**config.mk**
```make
export PLATFORM = sky130hd
export DESIGN_NAME = counter_channel
export DESIGN_NICKNAME = d
export VERILOG_FILES = /design/src/core/track_decoder.v /design/src/core/counter_channel.v
export VERILOG_INCLUDE_DIRS = /design/src /design/src/core
export SDC_FILE = /design/constraint.sdc
export NUM_CORES = 1
export LEC_CHECK = 0
export BUFFER_PORTS_ARGS = -buffer_cell sky130_fd_sc_hd__buf_2
export CORE_MARGIN = 2
export CORE_UTILIZATION = 35
export CTS_CLUSTER_DIAMETER = 200
export DETAILED_ROUTE_END_ITERATION = 7
export PLACE_DENSITY_LB_ADDON = 0.15
export SLEW_MARGIN = 20
export SYNTH_ARGS = -nofsm -noshare
export SYNTH_HDL_FRONTEND = slang
export SYNTH_SLANG_ARGS = --single-unit
```
**constraint.sdc**
```tcl
create_clock -name aclk -period 6.25 [get_ports aclk]
set_input_delay 0.3125 -clock aclk [delete_from_list [all_inputs] [get_ports aclk]]
set_output_delay 0.3125 -clock aclk [all_outputs]
set_load 0.005 [all_outputs]
```
**src/core/counter_consts.vh**
```
// Constants for the counter channel: offsets, fields, resets, timing
`ifndef COUNTER_CONSTS_VH
`define COUNTER_CONSTS_VH

// Register byte offsets
`define OFS_CTRL       6'h00
`define OFS_EVENT_EN   6'h04
`define OFS_CMP_VALUE  6'h08
`define OFS_PULSE_DUR  6'h0c
`define OFS_COUNT      6'h10
`define OFS_STATUS     6'h14

// Control fields
`define F_EVAL         1:0
`define F_HWGATE_EN    2
`define F_DIR_INV      3
`define F_OUT_CHAR     5:4
`define F_CMP_LE       6
`define F_MAIN_DIR     8:7
`define F_SOFTWARE_GATE      9
`define F_SW_OUT       10
`define F_IRQ_SEL      12:11
`define CTRL_W         13

// Event enable fields
`define F_EV_OPEN      0
`define F_EV_CLOSE     1
`define F_EV_CMP       2
`define F_EV_OFLW      3
`define F_EV_UFLW      4
`define EVENT_W        5

// Status fields
`define F_ST_CMP       0
`define F_ST_OFLW      1
`define F_ST_UFLW      2
`define F_ST_OUT       3
`define F_ST_GATE      4

// Encodings
`define EVAL_PULSE_DIR 2'h0
`define EVAL_SINGLE    2'h1
`define EVAL_DOUBLE    2'h2
`define EVAL_QUAD      2'h3
`define CHAR_NONE      2'h0
`define CHAR_CMP       2'h1
`define CHAR_PULSE     2'h2
`define MAIN_NONE      2'h0
`define MAIN_UP        2'h1
`define MAIN_DOWN      2'h2
`define IRQ_OFF        2'h0
`define IRQ_DIAG       2'h2

// Reset values
`define CTRL_RESET     13'h0000
`define EVENT_RESET    5'h00
`define CMP_RESET      32'h00000000
`define PDUR_RESET     8'h00
`define COUNT_RESET    32'h00000000

// Limits and timing
`define COUNT_MAX      32'h7fffffff
`define COUNT_MIN      32'h80000000
`define PULSE_STEP_US  2000
`define CLK_MHZ        250
`define PULSE_STEP_CYC (`PULSE_STEP_US * `CLK_MHZ)
`define RESP_OKAY      2'h0
`define RESP_SLVERR    2'h2

`endif

```
**src/core/track_decoder.v**
```verilog
// Input evaluation: pulse/direction or two-track encoder to count steps
`include "counter_consts.vh"

module track_decoder (
  // Clock and reset
  input  wire       aclk,
  input  wire       aresetn,
  // Configuration
  input  wire [1:0] eval_mode,
  input  wire       dir_invert,
  // Tracks
  input  wire       track_a,
  input  wire       track_b,
  // Result
  output reg        step,
  output reg        step_up
);

  reg a_q;  // Track A one cycle ago
  reg b_q;  // Track B one cycle ago

  // Previous track levels for edge detection
  always @(posedge aclk) begin
    if (!aresetn) begin
      a_q <= 1'b0;
      b_q <= 1'b0;
    end else begin
      a_q <= track_a;
      b_q <= track_b;
    end
  end

  // Step and direction per evaluation mode
  always @* begin
    step    = 1'b0;
    step_up = 1'b0;
    case (eval_mode)
      `EVAL_PULSE_DIR: begin  // Rising pulse edge, direction level
        step    = track_a & ~a_q;
        step_up = track_b ^ dir_invert;
      end
      `EVAL_SINGLE: begin  // One step per track A period
        step    = track_a & ~a_q;
        step_up = ~track_b ^ dir_invert;
      end
      `EVAL_DOUBLE: begin  // Both track A edges
        step    = track_a ^ a_q;
        step_up = (track_a ^ track_b) ^ dir_invert;
      end
      `EVAL_QUAD: begin  // Every edge of both tracks
        step    = (track_a ^ a_q) | (track_b ^ b_q);
        step_up = (track_a ^ b_q) ^ dir_invert;
      end
      default: begin
        step    = 1'b0;
        step_up = 1'b0;
      end
    endcase
  end

endmodule // track_decoder

```
**src/core/counter_channel.v**
```verilog
// Counter channel: input evaluation, gate, comparator output, events
//
// Operation
// - Pulse/direction or encoder x1/x2/x4, default pulse
// - Hardware gate option ANDs hardware and software gate
// - Optional inversion of direction signal
// - No comparison: software output, compare flag clear
// - Comparator sets output on >= or <=
// - Pulse mode: timed pulse on reaching value
// - Main direction restricts pulse to that direction
// - Pulse timing starts with output, within 1ms
// - Re-reaching value never retriggers running pulse
// - Duration change applies from next pulse
// - Zero duration holds output while value matches
// - Duration in 2ms steps, default zero
// - Gate rising edge raises process interrupt
// - Gate falling edge raises process interrupt
// - Comparator firing raises interrupt when enabled
// - Overflow raises interrupt when enabled
// - Underflow raises interrupt when enabled
// - Interrupt select off/process/diagnostics on loss
// - Sticky overflow/underflow flags until clear request
//
// Local design decisions: the register addresses and the AXI4-Lite interface to the registers.
`include "counter_consts.vh"

module counter_channel #(
  parameter STEP_CYCLES = `PULSE_STEP_CYC  // Cycles per 2ms duration step
) (
  // Clock and reset
  input  wire        aclk,
  input  wire        aresetn,
  // AXI4-Lite write address
  input  wire [31:0] s_axi_awaddr,
  input  wire        s_axi_awvalid,
  output reg         s_axi_awready,
  // AXI4-Lite write data
  input  wire [31:0] s_axi_wdata,
  input  wire [3:0]  s_axi_wstrb,
  input  wire        s_axi_wvalid,
  output reg         s_axi_wready,
  // AXI4-Lite write response
  output reg  [1:0]  s_axi_bresp,
  output reg         s_axi_bvalid,
  input  wire        s_axi_bready,
  // AXI4-Lite read address
  input  wire [31:0] s_axi_araddr,
  input  wire        s_axi_arvalid,
  output reg         s_axi_arready,
  // AXI4-Lite read data
  output reg  [31:0] s_axi_rdata,
  output reg  [1:0]  s_axi_rresp,
  output reg         s_axi_rvalid,
  input  wire        s_axi_rready,
  // Encoder or pulse source, gate
  input  wire        track_a,
  input  wire        track_b,
  input  wire        hardware_gate_input,
  // Digital output and interrupts
  output reg         digital_out_q,
  output reg         process_irq_q,
  output reg         diag_irq_q,
  input  wire        process_irq_ack
);

  ////////////////////////////////////////////////////////////////////////
  // Declarations

  reg  [`CTRL_W-1:0]  ctrl_q;       // Control register
  reg  [`EVENT_W-1:0] event_en_q;   // Event enables
  reg  [31:0]         cmp_value_q;  // Comparison value
  reg  [7:0]          pulse_dur_q;  // Duration in 2ms steps
  reg  [31:0]         count_q;      // Counter value
  reg  [31:0]         count_d;
  reg                 overflow_status_flag;
  reg                 underflow_status_flag;
  reg                 compare_status_flag;
  reg                 hardware_gate_input_q;    // Gate input one cycle ago
  reg                 aw_got_q;     // Write address held
  reg                 w_got_q;      // Write data held
  reg  [31:0]         awaddr_q;
  reg  [31:0]         wdata_q;
  reg  [3:0]          wstrb_q;
  reg                 pulse_run_q;  // Timed pulse in progress
  reg  [7:0]          pulse_left_q; // Steps remaining
  reg  [18:0]         pre_q;        // Cycles within one step
  reg                 hold_q;       // Zero-duration hold
  reg                 cmp_prev_q;   // Compare flag one cycle ago
  reg                 proc_pend_q;  // Process interrupt not yet taken
  reg                 out_d;
  reg                 cmp_flag_d;
  wire                step;
  wire                step_up;
  wire                software_gate;
  wire                gate_open;
  wire                wr_fire;
  wire                wr_status;
  wire                do_step;
  wire                oflw;
  wire                uflw;
  wire                reach;
  wire                cond;
  wire                ev_open;
  wire                ev_close;
  wire                ev_cmp;
  wire                proc_event;
  wire                pre_wrap;
  wire [31:0]         ctrl_wr;      // Control word merged with a write

  ////////////////////////////////////////////////////////////////////////
  // Functions

  // Byte-lane merge of a write into an old value
  function [31:0] merge;
    input [31:0] old;
    input [31:0] data;
    input [3:0]  strb;
    integer i;
    begin
      merge = old;
      for (i = 0; i < 4; i = i + 1) begin
        if (strb[i]) begin
          merge[i*8 +: 8] = data[i*8 +: 8];
        end
      end
    end
  endfunction

  // Address decode shared by read and write paths
  function mapped;
    input [31:0] addr;
    begin
      mapped = (addr[31:5] == 27'h0) && (addr[1:0] == 2'h0) &&
               (addr[4:2] <= 3'h5);
    end
  endfunction

  ////////////////////////////////////////////////////////////////////////
  // Input evaluation and gate

  track_decoder u_dec (
    .aclk       (aclk),
    .aresetn    (aresetn),
    .eval_mode  (ctrl_q[`F_EVAL]),
    .dir_invert (ctrl_q[`F_DIR_INV]),
    .track_a    (track_a),
    .track_b    (track_b),
    .step       (step),
    .step_up    (step_up)
  );

  assign software_gate = ctrl_q[`F_SOFTWARE_GATE];
  // Hardware gate counts only when the option is on
  assign gate_open = software_gate &
    (~ctrl_q[`F_HWGATE_EN] | hardware_gate_input);
  assign do_step = step & gate_open;
  assign oflw    = do_step & step_up & (count_q == `COUNT_MAX);
  assign uflw    = do_step & ~step_up & (count_q == `COUNT_MIN);

  ////////////////////////////////////////////////////////////////////////
  // Bus write path

  assign wr_fire   = aw_got_q & w_got_q & ~s_axi_bvalid;
  assign wr_status = wr_fire & mapped(awaddr_q) &
                     (awaddr_q[5:0] == `OFS_STATUS);
  assign ctrl_wr   = merge({19'h0, ctrl_q}, wdata_q, wstrb_q);

  // Address and data taken in either order, answer after both
  always @(posedge aclk) begin
    if (!aresetn) begin
      s_axi_awready <= 1'b1;
      s_axi_wready  <= 1'b1;
      s_axi_bvalid  <= 1'b0;
      s_axi_bresp   <= `RESP_OKAY;
      aw_got_q      <= 1'b0;
      w_got_q       <= 1'b0;
      awaddr_q      <= 32'h00000000;
      wdata_q       <= 32'h00000000;
      wstrb_q       <= 4'h0;
    end else begin
      if (s_axi_awvalid && s_axi_awready) begin
        aw_got_q      <= 1'b1;
        awaddr_q      <= s_axi_awaddr;
        s_axi_awready <= 1'b0;
      end
      if (s_axi_wvalid && s_axi_wready) begin
        w_got_q      <= 1'b1;
        wdata_q      <= s_axi_wdata;
        wstrb_q      <= s_axi_wstrb;
        s_axi_wready <= 1'b0;
      end
      if (wr_fire) begin  // Both halves present: answer
        aw_got_q     <= 1'b0;
        w_got_q      <= 1'b0;
        s_axi_bvalid <= 1'b1;
        s_axi_bresp  <= mapped(awaddr_q) ? `RESP_OKAY : `RESP_SLVERR;
      end else if (s_axi_bvalid && s_axi_bready) begin
        s_axi_bvalid  <= 1'b0;
        s_axi_awready <= 1'b1;
        s_axi_wready  <= 1'b1;
      end
    end
  end

  // Configuration registers
  always @(posedge aclk) begin
    if (!aresetn) begin
      ctrl_q      <= `CTRL_RESET;
      event_en_q  <= `EVENT_RESET;
      cmp_value_q <= `CMP_RESET;
      pulse_dur_q <= `PDUR_RESET;
    end else if (wr_fire && mapped(awaddr_q)) begin
      case (awaddr_q[5:0])
        `OFS_CTRL:
          ctrl_q <= ctrl_wr[`CTRL_W-1:0];
        `OFS_EVENT_EN: begin
          if (wstrb_q[0]) event_en_q <= wdata_q[`EVENT_W-1:0];
        end
        `OFS_CMP_VALUE:
          cmp_value_q <= merge(cmp_value_q, wdata_q, wstrb_q);
        `OFS_PULSE_DUR: begin  // Whole 2ms steps only
          if (wstrb_q[0]) pulse_dur_q <= wdata_q[7:0];
        end
        default: begin
        end
      endcase
    end
  end

  ////////////////////////////////////////////////////////////////////////
  // Counter and sticky limit flags

  // Next count: a software load wins over a step in the same cycle
  always @* begin
    count_d = count_q;
    if (wr_fire && mapped(awaddr_q) && awaddr_q[5:0] == `OFS_COUNT) begin
      count_d = merge(count_q, wdata_q, wstrb_q);
    end else if (do_step) begin
      count_d = step_up ? count_q + 32'h1 : count_q - 32'h1;
    end
  end

  // Counting wraps at the full signed range
  always @(posedge aclk) begin
    if (!aresetn) begin
      count_q               <= `COUNT_RESET;
      overflow_status_flag  <= 1'b0;
      underflow_status_flag <= 1'b0;
    end else begin
      count_q <= count_d;
      // Set wins over the clear request in the same cycle
      overflow_status_flag  <= oflw |
        (overflow_status_flag & ~wr_status);
      underflow_status_flag <= uflw |
        (underflow_status_flag & ~wr_status);
    end
  end

  ////////////////////////////////////////////////////////////////////////
  // Comparator and output

  assign cond = ctrl_q[`F_CMP_LE] ?
    ($signed(count_d) <= $signed(cmp_value_q)) :
    ($signed(count_d) >= $signed(cmp_value_q));
  // Reaching from the main direction only, if one is set
  assign reach = do_step && (count_d == cmp_value_q) &&
    (ctrl_q[`F_MAIN_DIR] == `MAIN_NONE ||
     (ctrl_q[`F_MAIN_DIR] == `MAIN_UP && step_up) ||
     (ctrl_q[`F_MAIN_DIR] == `MAIN_DOWN && !step_up));
  assign pre_wrap = (pre_q == STEP_CYCLES - 1);

  // Pulse timer restarts its prescaler at the pulse start, so the
  // length is exact rather than off by up to one step
  always @(posedge aclk) begin
    if (!aresetn) begin
      pulse_run_q  <= 1'b0;
      pulse_left_q <= 8'h00;
      pre_q        <= 19'h0;
      hold_q       <= 1'b0;
    end else if (ctrl_q[`F_OUT_CHAR] != `CHAR_PULSE) begin
      pulse_run_q <= 1'b0;
      hold_q      <= 1'b0;
    end else if (pulse_run_q) begin  // Reaching again is ignored
      pre_q <= pre_wrap ? 19'h0 : pre_q + 19'h1;
      if (pre_wrap) begin
        pulse_left_q <= pulse_left_q - 8'h1;
        if (pulse_left_q == 8'h1) pulse_run_q <= 1'b0;
      end
    end else if (reach && pulse_dur_q != 8'h00) begin
      pulse_run_q  <= 1'b1;
      pulse_left_q <= pulse_dur_q;
      pre_q        <= 19'h0;
    end else begin
      // Zero duration: held while the value still matches
      hold_q <= (reach | hold_q) && (count_d == cmp_value_q)
                && (pulse_dur_q == 8'h00);
    end
  end

  // Output value per characteristic
  always @* begin
    out_d      = 1'b0;
    cmp_flag_d = 1'b0;
    case (ctrl_q[`F_OUT_CHAR])
      `CHAR_NONE: begin
        out_d      = ctrl_q[`F_SW_OUT];
        cmp_flag_d = 1'b0;
      end
      `CHAR_CMP: begin
        out_d      = cond;
        cmp_flag_d = cond;
      end
      `CHAR_PULSE: begin
        out_d      = pulse_run_q | hold_q;
        cmp_flag_d = pulse_run_q | hold_q;
      end
      default: begin
        out_d      = ctrl_q[`F_SW_OUT];
        cmp_flag_d = 1'b0;
      end
    endcase
  end

  ////////////////////////////////////////////////////////////////////////
  // Events and interrupts

  assign ev_open  = event_en_q[`F_EV_OPEN] & software_gate &
                    hardware_gate_input & ~hardware_gate_input_q;
  assign ev_close = event_en_q[`F_EV_CLOSE] & software_gate &
                    ~hardware_gate_input & hardware_gate_input_q;
  assign ev_cmp   = event_en_q[`F_EV_CMP] & cmp_flag_d &
                    ~cmp_prev_q;
  assign proc_event = ev_open | ev_close | ev_cmp |
    (event_en_q[`F_EV_OFLW] & oflw) |
    (event_en_q[`F_EV_UFLW] & uflw);

  // Outputs, edge history and interrupt bookkeeping
  always @(posedge aclk) begin
    if (!aresetn) begin
      digital_out_q       <= 1'b0;
      compare_status_flag <= 1'b0;
      cmp_prev_q          <= 1'b0;
      hardware_gate_input_q           <= 1'b0;
      process_irq_q       <= 1'b0;
      diag_irq_q          <= 1'b0;
      proc_pend_q         <= 1'b0;
    end else begin
      digital_out_q       <= out_d;
      compare_status_flag <= cmp_flag_d;
      cmp_prev_q          <= cmp_flag_d;
      hardware_gate_input_q           <= hardware_gate_input;
      process_irq_q       <= 1'b0;
      diag_irq_q          <= 1'b0;
      if (ctrl_q[`F_IRQ_SEL] == `IRQ_OFF) begin
        proc_pend_q <= 1'b0;
      end else begin
        // A new event wins over an acknowledge in the same cycle
        proc_pend_q   <= proc_event | (proc_pend_q & ~process_irq_ack);
        process_irq_q <= proc_event;
        // Loss: event while the previous one is still untaken
        diag_irq_q    <= proc_event & proc_pend_q & ~process_irq_ack &
                         (ctrl_q[`F_IRQ_SEL] == `IRQ_DIAG);
      end
    end
  end

  ////////////////////////////////////////////////////////////////////////
  // Bus read path

  // One read at a time; answer one cycle after the address is taken
  always @(posedge aclk) begin
    if (!aresetn) begin
      s_axi_arready <= 1'b1;
      s_axi_rvalid  <= 1'b0;
      s_axi_rdata   <= 32'h00000000;
      s_axi_rresp   <= `RESP_OKAY;
    end else if (s_axi_arvalid && s_axi_arready) begin
      s_axi_arready <= 1'b0;
      s_axi_rvalid  <= 1'b1;
      s_axi_rresp   <= mapped(s_axi_araddr) ? `RESP_OKAY : `RESP_SLVERR;
      case (mapped(s_axi_araddr) ? s_axi_araddr[5:0] : 6'h3f)
        `OFS_CTRL:      s_axi_rdata <= {19'h0, ctrl_q};
        `OFS_EVENT_EN:  s_axi_rdata <= {27'h0, event_en_q};
        `OFS_CMP_VALUE: s_axi_rdata <= cmp_value_q;
        `OFS_PULSE_DUR: s_axi_rdata <= {24'h0, pulse_dur_q};
        `OFS_COUNT:     s_axi_rdata <= count_q;
        `OFS_STATUS:
          s_axi_rdata <= {27'h0, gate_open, digital_out_q,
                          underflow_status_flag, overflow_status_flag,
                          compare_status_flag};
        default:                s_axi_rdata <= 32'h00000000;
      endcase
    end else if (s_axi_rvalid && s_axi_rready) begin
      s_axi_rvalid  <= 1'b0;
      s_axi_arready <= 1'b1;
    end
  end

endmodule // counter_channel

```
# ---- Word-level counts from Yosys, hierarchy flattened
# Cells that the tools add are included.
dict set report totals {
  register_bits 240
  latchBits 0
  ramBits 0
  romBits 0
  wordCells 217
  memories 0
}
dict set report op_classes {
  n_addsub 4
  multipliers 0
  div_mod_pow 0
  magnitude_cmp 4
  n_eq_ne 25
  shift 0
  mux 38
  bitwise_logic 60
  n_reduce_logical 50
}
# cell n
set ops {}
lappend ops {{case mux 32 bit (6 select lines)} 1}
lappend ops {{2-to-1 mux 32 bit} 3}
lappend ops {{2-to-1 mux 19 bit} 3}
lappend ops {{2-to-1 mux 8 bit} 7}
lappend ops {{zero test 27 bit} 2}
lappend ops {{adder 32 x 1 -> 32 bit, second input constant} 1}
lappend ops {{equality test 32 x 31 -> 1 bit, second input constant} 1}
lappend ops {{equality test 32 bit} 1}
lappend ops {{equality test 32 bit, second input constant} 1}
lappend ops {{greater-or-equal comparator 32 bit} 1}
lappend ops {{<= comparator 32 bit} 1}
lappend ops {{subtractor 32 x 1 -> 32 bit, second input constant} 1}
lappend ops {{bitwise AND 1 bit} 27}
lappend ops {{AND reduction 3 bit} 9}
lappend ops {{equality test 6 x 4 -> 1 bit, second input constant} 4}
lappend ops {{equality test 6 x 5 -> 1 bit, second input constant} 4}
lappend ops {{adder 19 x 1 -> 19 bit, second input constant} 1}
lappend ops {{equality test 19 bit, second input constant} 1}
lappend ops {{logical AND 1 bit} 18}
lappend ops {{2-to-1 mux 1 bit} 17}
lappend ops {{inverter 1 bit} 14}
lappend ops {{equality test 6 x 3 -> 1 bit, second input constant} 2}
lappend ops {{zero test 6 bit} 2}
lappend ops {{OR 1 bit} 11}
lappend ops {{21 further kinds} 48}

# ---- Depth between registers and ports, before layout
# Gate-level depths: netlist (run 1).
dict set report logic_depth {
  ltp_word 17
  ltp_mapped 31
}

# ---- By module
# A second synthesis (run 1) with hierarchy kept.
dict set report unflattened {
  hier_cells 1570
  hier_area_um2 12694.7
}
# mod n_inst cells_per_inst area_per_inst_um2
set by_module_without_submodules {}
lappend by_module_without_submodules {counter_channel 1 1542 12473.2}
lappend by_module_without_submodules {track_decoder 1 28 221.5}

# ---- Least setup slack after synthesis (run 1)
# Ideal clock, no wire load.
dict set report synth_path {
  path_type {input-to-reg}
  startpoint {in track_b}
  endpoint {reg pre_q[14]}
  setup_ns 0.128
  arrival_time_ns 5.901
  required_ns 6.122
  slack_ns 0.222
  path_stages 31
  cell_sequence {buf_4 xnor2_1 a211o_1 o211ai_4 buf_2 buf_2 buf_2 xnor2_1 ha_1 and3_1 nand3_1 or3_1 nor4_1 o221ai_1 and3_1 o21ai_1 a21oi_1 nor2_1 a211oi_1 ha_1 nand4_1 nor3_1 nand4b_1 and3b_1 a31oi_1 nand2b_1 clkbuf_1 nor4_1 nor2b_1 xnor2_1 nor2_1}
}
dict set report synth_via {
  elab_chain_cells 12
  elab_cells_between_ends 24
  cone_classes {eq/ne (1); mux (5); bitwise (8); reduce/logical (10)}
}
# element line
set synth_lines {}
lappend synth_lines {{start, declared} counter_channel.v:57} ;# input wire track_b,
lappend synth_lines {{bitwise XOR 1 bit (tied with other cells) (2 in series)} track_decoder.v:48} ;# step_up = (track_a ^ track_b) ^ dir_invert;
lappend synth_lines {{case mux 1 bit (4 select lines) / case mux 1 bit (3 select lines) (equally long branches)} track_decoder.v:37} ;# case (eval_mode)
lappend synth_lines {{2-to-1 mux 32 bit / bitwise AND 1 bit (equally long branches)} {counter_channel.v:239, counter_channel.v:156}}
lappend synth_lines {{2-to-1 mux 32 bit (*)} counter_channel.v:238} ;# end else if (do_step) begin
lappend synth_lines {{2-to-1 mux 32 bit (*)} counter_channel.v:236} ;# if (wr_fire && mapped(awaddr_q) && awaddr_q[5:0] == `OFS_COUNT) begin
lappend synth_lines {{net count_d[22]} counter_channel.v:74} ;# reg [31:0] count_d;
lappend synth_lines {{equality test 32 bit (*)} counter_channel.v:266} ;# assign reach = do_step && (count_d == cmp_value_q) &&
lappend synth_lines {{logical AND 1 bit (*) (2 in series)} counter_channel.v:266}
lappend synth_lines {{logical AND 1 bit (*)} counter_channel.v:289} ;# end else if (reach && pulse_dur_q != 8'h00) begin
lappend synth_lines {{nonzero test 2 bit (no line) (*)} -}
lappend synth_lines {{AND reduction 2 bit (no line) (*)} -}
lappend synth_lines {{end signal, assigned} counter_channel.v:284} ;# pre_q <= pre_wrap ? 19'h0 : pre_q + 19'h1;
lappend synth_lines {{end, declared} counter_channel.v:86} ;# reg [18:0] pre_q;
# Mark *: on every way through the listed nets, which the timed path passes. The rest lies on a longest branch.
# A chain may end at the register's enable or synchronous reset.

# ---- Worst setup path in the final report (run 1)
dict set report layout_path {
  startpoint {reg ctrl_q[0]}
  endpoint {reg pre_q[14]}
}
dict set report layout_via {
  elab_chain_cells 12
  elab_cells_between_ends 22
  cone_classes {eq/ne (4); mux (5); bitwise (1); reduce/logical (12)}
}
# element line
set layout_lines {}
lappend layout_lines {{start, declared} counter_channel.v:69} ;# reg [`CTRL_W-1:0] ctrl_q;
lappend layout_lines {{start signal, assigned} counter_channel.v:208} ;# ctrl_q <= `CTRL_RESET;
lappend layout_lines {{start signal, assigned} counter_channel.v:215} ;# ctrl_q <= ctrl_wr[`CTRL_W-1:0];
lappend layout_lines {{equality test 2 x 1 -> 1 bit / zero test 2 bit (equally long branches)} track_decoder.v:37}
lappend layout_lines {{OR reduction 2 bit (no line)} -}
lappend layout_lines {{case mux 1 bit (3 select lines)} track_decoder.v:37}
lappend layout_lines {{bitwise AND 1 bit} counter_channel.v:156} ;# assign do_step = step & gate_open;
lappend layout_lines {{2-to-1 mux 32 bit (*)} counter_channel.v:238}
lappend layout_lines {{2-to-1 mux 32 bit (*)} counter_channel.v:236}
lappend layout_lines {{net count_d[26]} counter_channel.v:74}
lappend layout_lines {{equality test 32 bit (*)} counter_channel.v:266}
lappend layout_lines {{logical AND 1 bit (*) (2 in series)} counter_channel.v:266}
lappend layout_lines {{logical AND 1 bit (*)} counter_channel.v:289}
lappend layout_lines {{nonzero test 2 bit (no line) (*)} -}
lappend layout_lines {{AND reduction 2 bit (no line) (*)} -}
# Marks and branches as above.

==> results of run 1 <==
## kinds of logic (layout without fill, tap and decap cells)
logic type	after synthesis	in the layout	synth area share [%]
other cells	1	2	0.0297
flops	238	238	37.8
buf+inv	166	363	5.17
mux	26	26	2.16
simple gates	791	791	29.1
xor+xnor	22	22	1.53
compound gates	419	419	20.4
fa+ha+maj	39	39	3.87
## sequential cells by signal, summed over array words and instances, names as in the netlist, 8 cells and up
register / cells
wdata_q: 32
count_q: 32
ctrl_q: 13
pulse_left_q: 8
cmp_value_q: 32
awaddr_q: 32
pulse_dur_q: 8
s_axi_rdata: 32
pre_q: 19
## power groups by stage
stage               clock network, W  registers, W  logic [W]
global route                 0.00175       0.00158   0.000261
global placement                   0       0.00161   0.000196
detailed placement                 0       0.00161   0.000197
finish                       0.00166       0.00158   0.000234
floorplan                          0       0.00160   0.000118
CTS                          0.00170       0.00158   0.000234
## layer usage
metal  part of all wire [%]  track usage [%]  wire, µm  vias up
li1                       -                -         -     6357
met1                     45             31.6     19900     6125
met2                     46             37.4     20300      404
met3                    6.3             3.83      2770       78
met4                    2.7             6.40      1180        0
met5                      0                0         0        -
## through the flow
step / setup WS [ns] / area, µm² / total power [W] / hold WS, ns / instances
after floorplan: 0.222 / 12600 / 0.00172 / 0.413 / 1703
after global placement: 0.374 / 13800 / 0.00181 / 0.438 / 2239
after detailed placement: 0.111 / 13800 / 0.00181 / 0.446 / 2239
after CTS: 0.0789 / 15500 / 0.00351 / 0.00575 / 2361
after global routing: 0.00270 / 15500 / 0.00360 / 0.0195 / 2361
final: 0.422 / 15500 / 0.00347 / 0.0321 / 2361
## critical path: stages (launching register included)
cell	delay [ns]
dfxtp_2	0.43
and2b_1	0.20
a32o_1	0.30
o211ai_4	0.23
xnor2_1	0.10
ha_1	0.21
buf_4	0.15
nor3_1	0.19
buf_4	0.17
nand4b_1	0.14
a21oi_1	0.33
o21ai_0	0.16
a211o_1	0.32
o211ai_1	0.22
a21oi_1	0.10
nor3_1	0.31
ha_1	0.20
nand3_1	0.14
nor2_1	0.20
nand4b_1	0.20
and3b_2	0.31
a31oi_1	0.12
nand2b_1	0.25
nor4_4	0.31
nor2b_1	0.21
xnor2_1	0.13
nor2_1	0.06
## how the worst max path moves through the flow
stage | depth (start not counted) | to | from
final | 26 | pre_q[14]$_SDFFE_PN0P_ | ctrl_q[0]$_SDFFE_PN0P_
after global routing | 25 | pre_q[14]$_SDFFE_PN0P_ | ctrl_q[0]$_SDFFE_PN0P_
after CTS | 26 | pre_q[14]$_SDFFE_PN0P_ | ctrl_q[0]$_SDFFE_PN0P_
after detailed placement | 26 | pre_q[14]$_SDFFE_PN0P_ | ctrl_q[0]$_SDFFE_PN0P_
after global placement | 26 | pre_q[14]$_SDFFE_PN0P_ | ctrl_q[0]$_SDFFE_PN0P_
after floorplan | 31 | pre_q[14]$_SDFFE_PN0P_ | track_b
## cells in the mapped netlist (all sizes together), types with 7 or more instances
cell type | n | area, µm²
mux2 | 7 | 82.6
a222oi | 10 | 100
a211oi | 10 | 75.1
xnor2 | 11 | 96.3
nand2 | 334 | 1250
ha | 39 | 488
inv | 55 | 206
a211o | 17 | 149
and2 | 41 | 257
clkbuf | 94 | 353
or3 | 11 | 68.8
nor3 | 47 | 240
a21o | 11 | 82.6
a21oi | 214 | 1070
nor2 | 175 | 657
nand4 | 24 | 150
mux2i | 19 | 190
a31oi | 10 | 62.6
buf | 16 | 88.8
and3 | 16 | 100
or4 | 16 | 120
dfxtp | 238 | 4760
a22oi | 30 | 225
nor4 | 42 | 269
o21ai | 57 | 285
xor2 | 11 | 96.3
nand3 | 39 | 195
o21a | 11 | 82.6
nor3b | 7 | 57.6
## area by class of cell
cell class / instances / area share (%)
flip-flops and latches: 238 / 30.7
multi-input cells: 1299 / 46.9
repair buffers: 258 / 11.2
inverters: 56 / 1.37
clock buffers: 40 / 5.19
well taps: 461 / 3.72
clock inverters: 9 / 0.831
## timing repair
| item | in CTS | in global routing |
|---|---|---|
| hold buffers | 73 | 0 |
| hold endpoints to repair | 71 | 0 |
| endpoints found under the setup margin | 0 | 30 |
| resized for setup | 0 | 12 |
==> flow_summary_export.csv, run 1 <==
group,metric,value,unit
status,result_of_the_run,"completed",
final_layout,antenna_cells_inserted,0,
cts,cts_root_buffer,"clkbuf_16",
synthesis,post_synth_num_cell_types,72,
die,floorplan.initialDensity,35.5,%
die,die_h,194,µm
pwr,power.density_cell_area,224,nW/µm²
worst_hold_path,min_delay_path_depth,3,
sta,minimum_clock_period,5.83,ns
placement,buffer_ports.inserted,152,
worst_hold_path,hp-start,"s_axi_wdata[14]",
sta,worst_clock_skew,0.0128,ns
route,drc,0,
sta,hold_violations,0,
run,maxCapViolations,0,
synthesis,synth.cell_area,12600,µm²
worst_setup_path,worst_ep_required_time,6.70,ns
cts,cts.htree.levels,1,
pwr,power.share.switching,24.2,%
synthesis,synthArstFlopShare,0,%
cts,ctsLongestPathBuffers,3,
worst_setup_path,crit_path_end_kind,"register",
sta,timing.final.crit_share,93.3,%
final_layout,postLayoutCoreUtil,43.6,%
sta,grt_setup_unrepaired,"no",
die,floorplan.die_area,37600,µm²
die,top_level_ports,155,
worst_setup_path,critical_path_class,"register to register",
final_layout,layout-area-overhead-vs-synth,22.9,%
grt,grt_overflow,0,
synthesis,syn_area_per_cell,7.41,µm²
final_layout,most_frequent_standard_cell_in_the_layout_excluding_fill_and_tap_cells,"nand2_1",
final_layout,drive_above_1_share,13.8,%
sta,setup_tns_after_final_layout,0,ns
route,dr.first_iter.drc_count,917,
sta,relative_max_transition_margin,24.5,%
synthesis,ys.flop_type,"dfxtp_1",
pwr,leakagePower,6.08,nW
pwr,clock_share_of_power,47.7,%
cts,numClockSinks,238,
pwr,pwr-share-seq,45.5,%
route,wl_per_cell,18.7,µm
route,antenna_left,0,
route,via_count,13000,
grt,number_of_global_route_vias_before_repair,12600,
final_layout,sequential_cell_area,4770,µm²
grt,gr-usage-all-layers,23.0,%
worst_setup_path,timing.critical_path.arrival,6.28,ns
cts,tritoncts.num_buffers,28,
synthesis,yosysWarningCount,0,
worst_setup_path,critPathMaxFanout,11,
final_layout,final_nets,2031,
final_layout,mostFrequentLayoutCells,"332 x nand2_1, 236 x dfxtp_1, 213 x a21oi_1, 174 x nor2_1, 152 x buf_2",
worst_setup_path,startpoint_kind_of_the_worst_setup_timing_path,"register",
cts,post-cts-setup-buffers,0,
synthesis,postSynthCellCount,1702,
final_layout,fillCellCount,3677,
cts,cts_tree,"yes",
die,placement_rows,69,
grt,number_of_antenna_violations_at_the_first_check_in_global_routing,0,
grt,first_pass_grt_wire_length,70200,µm
placement,gp_congestion,0.937,
final_layout,multi_input_comb_area,7280,µm²
cts,worst_setup_hold_path_clk_slew,0.06,ns
pwr,vdd.ir_drop.worst,0.000210,V
die,fp.coreArea,35600,µm²
worst_setup_path,reg2regPathDepth,26,
sta,worstMarginPinSlew,1.12,ns
worst_hold_path,capture_endpoint_of_the_worst_hold_path,"wdata_q[14]$_SDFFE_PN0P_",
grt,pin_count_of_the_biggest_net_entering_global_routing,88,
sta,clock.fmax,0.172,GHz
die,die_w,194,µm
sta,maxSlewViolCount,0,
sta,setup_viol,0,
synthesis,synth.ff_latch_count,238,
pwr,p_int,0.00263,W
pwr,switching_pwr,0.000840,W
worst_hold_path,worst_hold_path_type,"input port to register",
route,routed_wl,44100,µm
worst_setup_path,rr_startpoint,"ctrl_q[0]$_SDFFE_PN0P_",
pwr,comb_power_share,6.8,%
synthesis,synth-seq-area-share,37.8,%
route,via_per_inst,5.49,
worst_setup_path,regToRegSetupSlack,0.42,ns
worst_setup_path,critical_path.reg2reg.endpoint,"pre_q[14]$_SDFFE_PN0P_",
synthesis,synth-edff-count,0,
route,detailedRoute.firstPassIterationCount,6,
placement,place.detailed.hpwl,32400,µm
cts,worst_skew_pair.late_latency,0.58,ns
(Power assumes the default switching activity.)
==> run 2, diff against run 1 <==
--- a/config.mk
+++ b/config.mk
@@ -7,12 +7,15 @@
 export NUM_CORES = 1
 export LEC_CHECK = 0
 export BUFFER_PORTS_ARGS = -buffer_cell sky130_fd_sc_hd__buf_2
+export CELL_PAD_IN_SITES_DETAIL_PLACEMENT = 1
+export CELL_PAD_IN_SITES_GLOBAL_PLACEMENT = 2
 export CORE_MARGIN = 2
-export CORE_UTILIZATION = 35
+export CORE_UTILIZATION = 30
 export CTS_CLUSTER_DIAMETER = 200
 export DETAILED_ROUTE_END_ITERATION = 7
 export PLACE_DENSITY_LB_ADDON = 0.15
-export SLEW_MARGIN = 20
+export SETUP_SLACK_MARGIN = 0.4
+export SLEW_MARGIN = 0
 export SYNTH_ARGS = -nofsm -noshare
 export SYNTH_HDL_FRONTEND = slang
 export SYNTH_SLANG_ARGS = --single-unit
==> run 2 against run 1 <==
Via count increased by 0.93%; critical path type unchanged; die area increased by 16%; hold slack got worse by 0.0070 ns.
==> flow_summary_export.csv, run 2 (synthesis results as in run 1) <==
group,metric,value,unit
worst_hold_path,hp-start,"process_irq_ack",
die,die_h,209,µm
final_layout,antenna_cells_inserted,0,
worst_setup_path,startpoint,"ctrl_q[0]$_SDFFE_PN0P_",
grt,first_pass_grt_wire_length,78400,µm
worst_setup_path,crit_path_end_kind,"register",
worst_setup_path,cp_slowest_stage_delay,0.37,ns
route,antenna_left,0,
worst_setup_path,startpoint_kind_of_the_worst_setup_timing_path,"register",
cts,cts.htree.levels,1,
worst_setup_path,cp_top_family,"simple AND/OR/NAND/NOR gates",
pwr,comb_power_share,6.7,%
worst_hold_path,worst_hold_path_type,"input port to register",
pwr,pwr-share-seq,44.2,%
sta,relative_max_transition_margin,25.3,%
worst_setup_path,crit_slowest_cell,"dfxtp_4",
cts,worst_setup_hold_path_clk_slew,0.06,ns
die,placement_rows,75,
sta,timing.final.crit_share,91.1,%
final_layout,fillCellCount,5067,
grt,number_of_global_route_vias_before_repair,13500,
sta,worstMarginPinSlew,1.11,ns
final_layout,mostFrequentLayoutCells,"333 x nand2_1, 236 x dfxtp_1, 209 x a21oi_1, 168 x nor2_1, 152 x buf_2",
final_layout,final_nets,2038,
cts,ctsLongestPathBuffers,3,
die,top_level_ports,155,
sta,grt_setup_unrepaired,"yes",
placement,place.detailed.hpwl,36400,µm
run,maxCapViolations,0,
cts,tritoncts.num_buffers,29,
worst_setup_path,timing.critical_path.arrival,6.17,ns
grt,number_of_antenna_violations_at_the_first_check_in_global_routing,1,
pwr,clock_share_of_power,49.1,%
worst_setup_path,cp_num_buf_inv,3,
pwr,switching_pwr,0.000917,W
cts,cts_tree,"yes",
worst_setup_path,critPathMaxFanout,6,
route,via_per_inst,5.34,
route,via_count,13100,
worst_setup_path,critical_path_class,"register to register",
die,fp.coreArea,41800,µm²
cts,worst_skew_pair.late_latency,0.59,ns
final_layout,drive_above_1_share,16.3,%
die,die_w,209,µm
status,result_of_the_run,"completed",
sta,maxSlewViolCount,0,
sta,setup_tns_after_final_layout,0,ns
pwr,leakagePower,6.23,nW
pwr,vdd.ir_drop.worst,0.000187,V
worst_setup_path,rr_startpoint,"ctrl_q[0]$_SDFFE_PN0P_",
route,dr.first_iter.drc_count,711,
sta,worst_clock_skew,0.0123,ns
placement,gp_congestion,0.875,
pwr,post-layout-total-power,0.00357,W
die,floorplan.die_area,43700,µm²
sta,minimum_clock_period,5.69,ns
grt,gr-usage-all-layers,22.8,%
final_layout,most_frequent_standard_cell_in_the_layout_excluding_fill_and_tap_cells,"nand2_1",
sta,hold_violations,0,
worst_setup_path,worst_ep_required_time,6.73,ns
sta,setup_viol,0,
route,drc,0,
route,detailedRoute.firstPassIterationCount,5,
grt,grt_overflow,0,
placement,buffer_ports.inserted,152,
die,floorplan.initialDensity,30.2,%
cts,cts_root_buffer,"clkbuf_16",
route,wl_per_cell,20.7,µm
route,routed_wl,50800,µm
final_layout,layout-area-overhead-vs-synth,26.3,%
grt,pin_count_of_the_biggest_net_entering_global_routing,92,
pwr,power.density_cell_area,224,nW/µm²
pwr,power.share.switching,25.6,%
pwr,p_int,0.00266,W
sta,clock.fmax,0.176,GHz
cts,numClockSinks,238,
==> run 2: cell count changes in the layout (fill, tap and decap cells not counted), sizes merged <==
| cell | before | now |
|---|---|---|
| buf | 185 | 191 |
| bufinv | 2 | 3 |
| clkbuf | 40 | 33 |
| clkinv | 5 | 11 |
| clkinvlp | 1 | 5 |
| inv | 57 | 58 |
==> run 2: power by group through the flow <==
stage / combinational (W) / clock [W] / sequential [W]
after global placement: 0.000200 / 0 / 0.00161
final: 0.000240 / 0.00175 / 0.00158
after floorplan: 0.000119 / 0 / 0.00160
after CTS: 0.000240 / 0.00180 / 0.00158
after global routing: 0.000266 / 0.00186 / 0.00158
after detailed placement: 0.000205 / 0 / 0.00162
==> run 2: through the flow <==
stage                     setup slack, ns  hold WS [ns]  instance area [µm²]  std cells  util (%)
after floorplan                     0.408         0.413                12600       1703         -
after global placement              0.330         0.444                13900       2312      33.2
after detailed placement            0.120         0.445                13900       2312      33.2
after CTS                           0.406       0.00769                15600       2440      37.4
after global routing                0.321        0.0361                15900       2450      38.1
final                               0.555        0.0251                15900       2450      38.1
==> run 2: timing repair <==
action                                  CTS  global route
gates resized for setup                   5            57
hold buffers                             73             0
hold endpoints to repair                 71             0
pin swaps                                 2            24
setup buffers                             1            10
endpoints found under the setup margin   28            32
==> run 2: layer usage <==
layer	track usage (%)	share of wire (%)	vias up
met4	7.49	3.3	0
met1	28.8	44	6414
met5	0	0	-
li1	-	-	6357
met2	40.0	49	238
met3	2.93	3.4	75
==> run 2: final timing paths <==
path                                                  end  slack (ns)  cells past startpoint
worst min register to register  awaddr_q[27]$_SDFFE_PN0P_        0.45                      2
worst min-delay path                diag_irq_q$_SDFF_PP0_        0.03                      3
worst max-delay path                pre_q[7]$_SDFFE_PN0P_        0.56                     27
worst max register to register      pre_q[7]$_SDFFE_PN0P_        0.56                     27
==> run 2: cell type report <==
type / instances / area (µm²) / share of cell area (%)
inverters: 56 / 215 / 1.35
well taps: 539 / 674 / 4.23
flip-flops and latches: 238 / 4770 / 30.0
clock inverters: 21 / 219 / 1.37
clock buffers: 33 / 761 / 4.78
multi-input cells: 1299 / 7490 / 47.0
repair buffers: 264 / 1800 / 11.3
==> run 2: tightest hold or removal path, stage by stage <==
cell and delay, ns:
buf_2 0.07, nand2b_1 0.12, a211oi_1 0.06
==> run 3, diff against run 2 <==
--- a/config.mk
+++ b/config.mk
@@ -10,7 +10,7 @@
 export CELL_PAD_IN_SITES_DETAIL_PLACEMENT = 1
 export CELL_PAD_IN_SITES_GLOBAL_PLACEMENT = 2
 export CORE_MARGIN = 2
-export CORE_UTILIZATION = 30
+export CORE_UTILIZATION = 34
 export CTS_CLUSTER_DIAMETER = 200
 export DETAILED_ROUTE_END_ITERATION = 7
 export PLACE_DENSITY_LB_ADDON = 0.15
==> constraint.sdc (replaced) <==
create_clock -name aclk -period 6.3 [get_ports aclk]
set_input_delay 0.315 -clock aclk [delete_from_list [all_inputs] [get_ports aclk]]
set_output_delay 0.315 -clock aclk [all_outputs]
set_load 0.005 [all_outputs]
==> run 3 against run 2 <==
Total power down 3.0%; count of clock-buffer cells in the layout up 5; sequential power is essentially flat; clock skew increased by 0.017 ns; combinational power about the same; routed wire length is 4.0% lower; worst setup slack better by 0.039 ns; non-clock buffer count is 7 higher; clock power down 5%; largest cell class unchanged; sequential cell count unchanged; highest routed layer is now met5; sequential share of layout area increased by 0.15 points; global-route usage grew 2.0 points.
==> flow_summary_export.csv, run 3 (synthesis results as in run 1) <==
group,metric,value,unit
pwr,switching_pwr,0.000858,W
die,floorplan.die_area,38700,µm²
placement,gp_congestion,0.865,
cts,numClockSinks,238,
cts,cts_root_buffer,"clkbuf_16",
worst_setup_path,startpoint_kind_of_the_worst_setup_timing_path,"register",
pwr,leakagePower,6.24,nW
worst_setup_path,cp_top_family,"simple AND/OR/NAND/NOR gates",
grt,first_pass_grt_wire_length,75700,µm
final_layout,layout-area-overhead-vs-synth,25.6,%
worst_setup_path,worst_ep_required_time,6.82,ns
worst_setup_path,critPathMaxFanout,7,
pwr,clock_share_of_power,48.0,%
sta,worstMarginPinSlew,1.13,ns
sta,maxSlewViolCount,0,
sta,clock.fmax,0.175,GHz
final_layout,final_nets,2044,
worst_setup_path,crit_path_end_kind,"register",
route,routed_wl,48800,µm
grt,grt_overflow,0,
worst_setup_path,crit_cells,26,
worst_setup_path,crit_slowest_cell,"or3_4",
sta,hold_violations,0,
pwr,vdd.ir_drop.worst,0.000177,V
placement,place.detailed.hpwl,34800,µm
worst_setup_path,critical_path.most_common_cell,"or3_4",
die,die_w,197,µm
cts,tritoncts.num_buffers,28,
worst_setup_path,reg2regPathDepth,26,
grt,gr-usage-all-layers,24.8,%
worst_hold_path,worst_hold_path_type,"input port to register",
final_layout,multi_input_comb_area,7490,µm²
cts,worst_setup_hold_path_clk_slew,0.06,ns
final_layout,fillCellCount,4523,
die,fp.coreArea,36600,µm²
route,detailedRoute.firstPassIterationCount,5,
sta,grt_setup_unrepaired,"no",
final_layout,sequential_cell_area,4770,µm²
final_layout,antenna_cells_inserted,0,
route,via_per_inst,5.51,
die,placement_rows,70,
route,wl_per_cell,20.5,µm
worst_hold_path,min_delay_path_depth,3,
worst_setup_path,cp_num_buf_inv,1,
route,via_count,13100,
final_layout,postLayoutCoreUtil,43.3,%
cts,cts_tree,"yes",
sta,relative_max_transition_margin,24.6,%
final_layout,drive_above_1_share,16.4,%
worst_setup_path,cp_slowest_stage_delay,0.41,ns
run,maxCapViolations,0,
sta,minimum_clock_period,5.71,ns
worst_setup_path,critical_path_class,"register to register",
sta,setup_viol,0,
route,dr.first_iter.drc_count,637,
final_layout,mostFrequentLayoutCells,"332 x nand2_1, 236 x dfxtp_1, 210 x a21oi_1, 172 x nor2_1, 152 x buf_2",
pwr,pwr-share-seq,45.2,%
sta,worst_clock_skew,0.0292,ns
final_layout,most_frequent_standard_cell_in_the_layout_excluding_fill_and_tap_cells,"nand2_1",
cts,cts.htree.levels,1,
grt,pin_count_of_the_biggest_net_entering_global_routing,101,
pwr,comb_power_share,6.8,%
sta,post-route-worst-setup-slack,0.594,ns
pwr,power.share.switching,24.7,%
route,drc,0,
die,die_h,197,µm
die,floorplan.initialDensity,34.5,%
cts,worst_skew_pair.late_latency,0.58,ns
pwr,p_int,0.00261,W
route,antenna_left,0,
pwr,power.density_cell_area,219,nW/µm²
grt,number_of_global_route_vias_before_repair,13600,
worst_setup_path,timing.critical_path.arrival,6.22,ns
placement,post-place-ws,0.0694,ns
die,top_level_ports,155,
grt,number_of_antenna_violations_at_the_first_check_in_global_routing,2,
sta,setup_tns_after_final_layout,0,ns
status,result_of_the_run,"completed",
cts,ctsLongestPathBuffers,3,
placement,buffer_ports.inserted,152,
sta,timing.final.crit_share,90.6,%
[run 3: worst reg2reg max path: cells and delay by family (launching register included)]
kind | cells | cell delay [ns]
simple gates | 14 | 3.23
compound gates | 8 | 1.20
fa+ha+maj | 2 | 0.56
flops | 1 | 0.37
xor+xnor | 1 | 0.15
buf+inv | 1 | 0.13
[run 3: cell type report]
cell class / instances / share of cell area, %
clock buffer: 38 / 5.04
multi-input combinational: 1299 / 47.3
sequential: 238 / 30.1
tap: 468 / 3.70
timing repair buffer: 271 / 11.6
inverter: 56 / 1.36
clock inverter: 12 / 0.932
[run 3: path summary, 6_finish.rpt]
path | end | slack (ns) | start
worst min register to register | awaddr_q[30]$_SDFFE_PN0P_ | 0.45 | awaddr_q[30]$_SDFFE_PN0P_
worst min-delay path | wdata_q[2]$_SDFFE_PN0P_ | 0.01 | s_axi_wdata[2]
worst max register to register | pre_q[13]$_SDFFE_PN0P_ | 0.59 | ctrl_q[0]$_SDFFE_PN0P_
worst max-delay path | pre_q[13]$_SDFFE_PN0P_ | 0.59 | ctrl_q[0]$_SDFFE_PN0P_
[run 3: layer usage]
metal	wire length [µm]	vias up	global-route usage (%)
li1	-	6364	-
met4	2140	2	10.4
met3	1370	93	3.13
met5	9	-	0
met2	24000	201	44.1
met1	21200	6457	30.2
[run 3: repair_timing]
| action | 4_1_cts | 5_1_grt |
|---|---|---|
| setup endpoints to repair | 30 | 32 |
| gates resized for setup | 8 | 47 |
| setup buffers | 3 | 15 |
| pin swaps | 2 | 22 |
| hold endpoints to repair | 68 | 0 |
| hold buffers | 68 | 0 |
[run 3: power groups by stage]
stage / sequential [W] / combinational (W) / clock [W]
2_1_floorplan: 0.00159 / 0.000118 / 0
3_3_place_gp: 0.00160 / 0.000199 / 0
3_5_place_dp: 0.00160 / 0.000203 / 0
4_1_cts: 0.00157 / 0.000236 / 0.00170
5_1_grt: 0.00157 / 0.000263 / 0.00177
6_report: 0.00157 / 0.000237 / 0.00166
[run 3: through the flow]
stage	cell area (µm²)	hold slack (ns)	total power (W)	std cells
floorplan	12600	0.415	0.00170	1703
finish	15800	0.0147	0.00347	2382
global route	15800	0.0255	0.00361	2382
CTS	15500	0.0000771	0.00350	2367
detailed placement	13800	0.446	0.00180	2246
global placement	13800	0.440	0.00180	2246
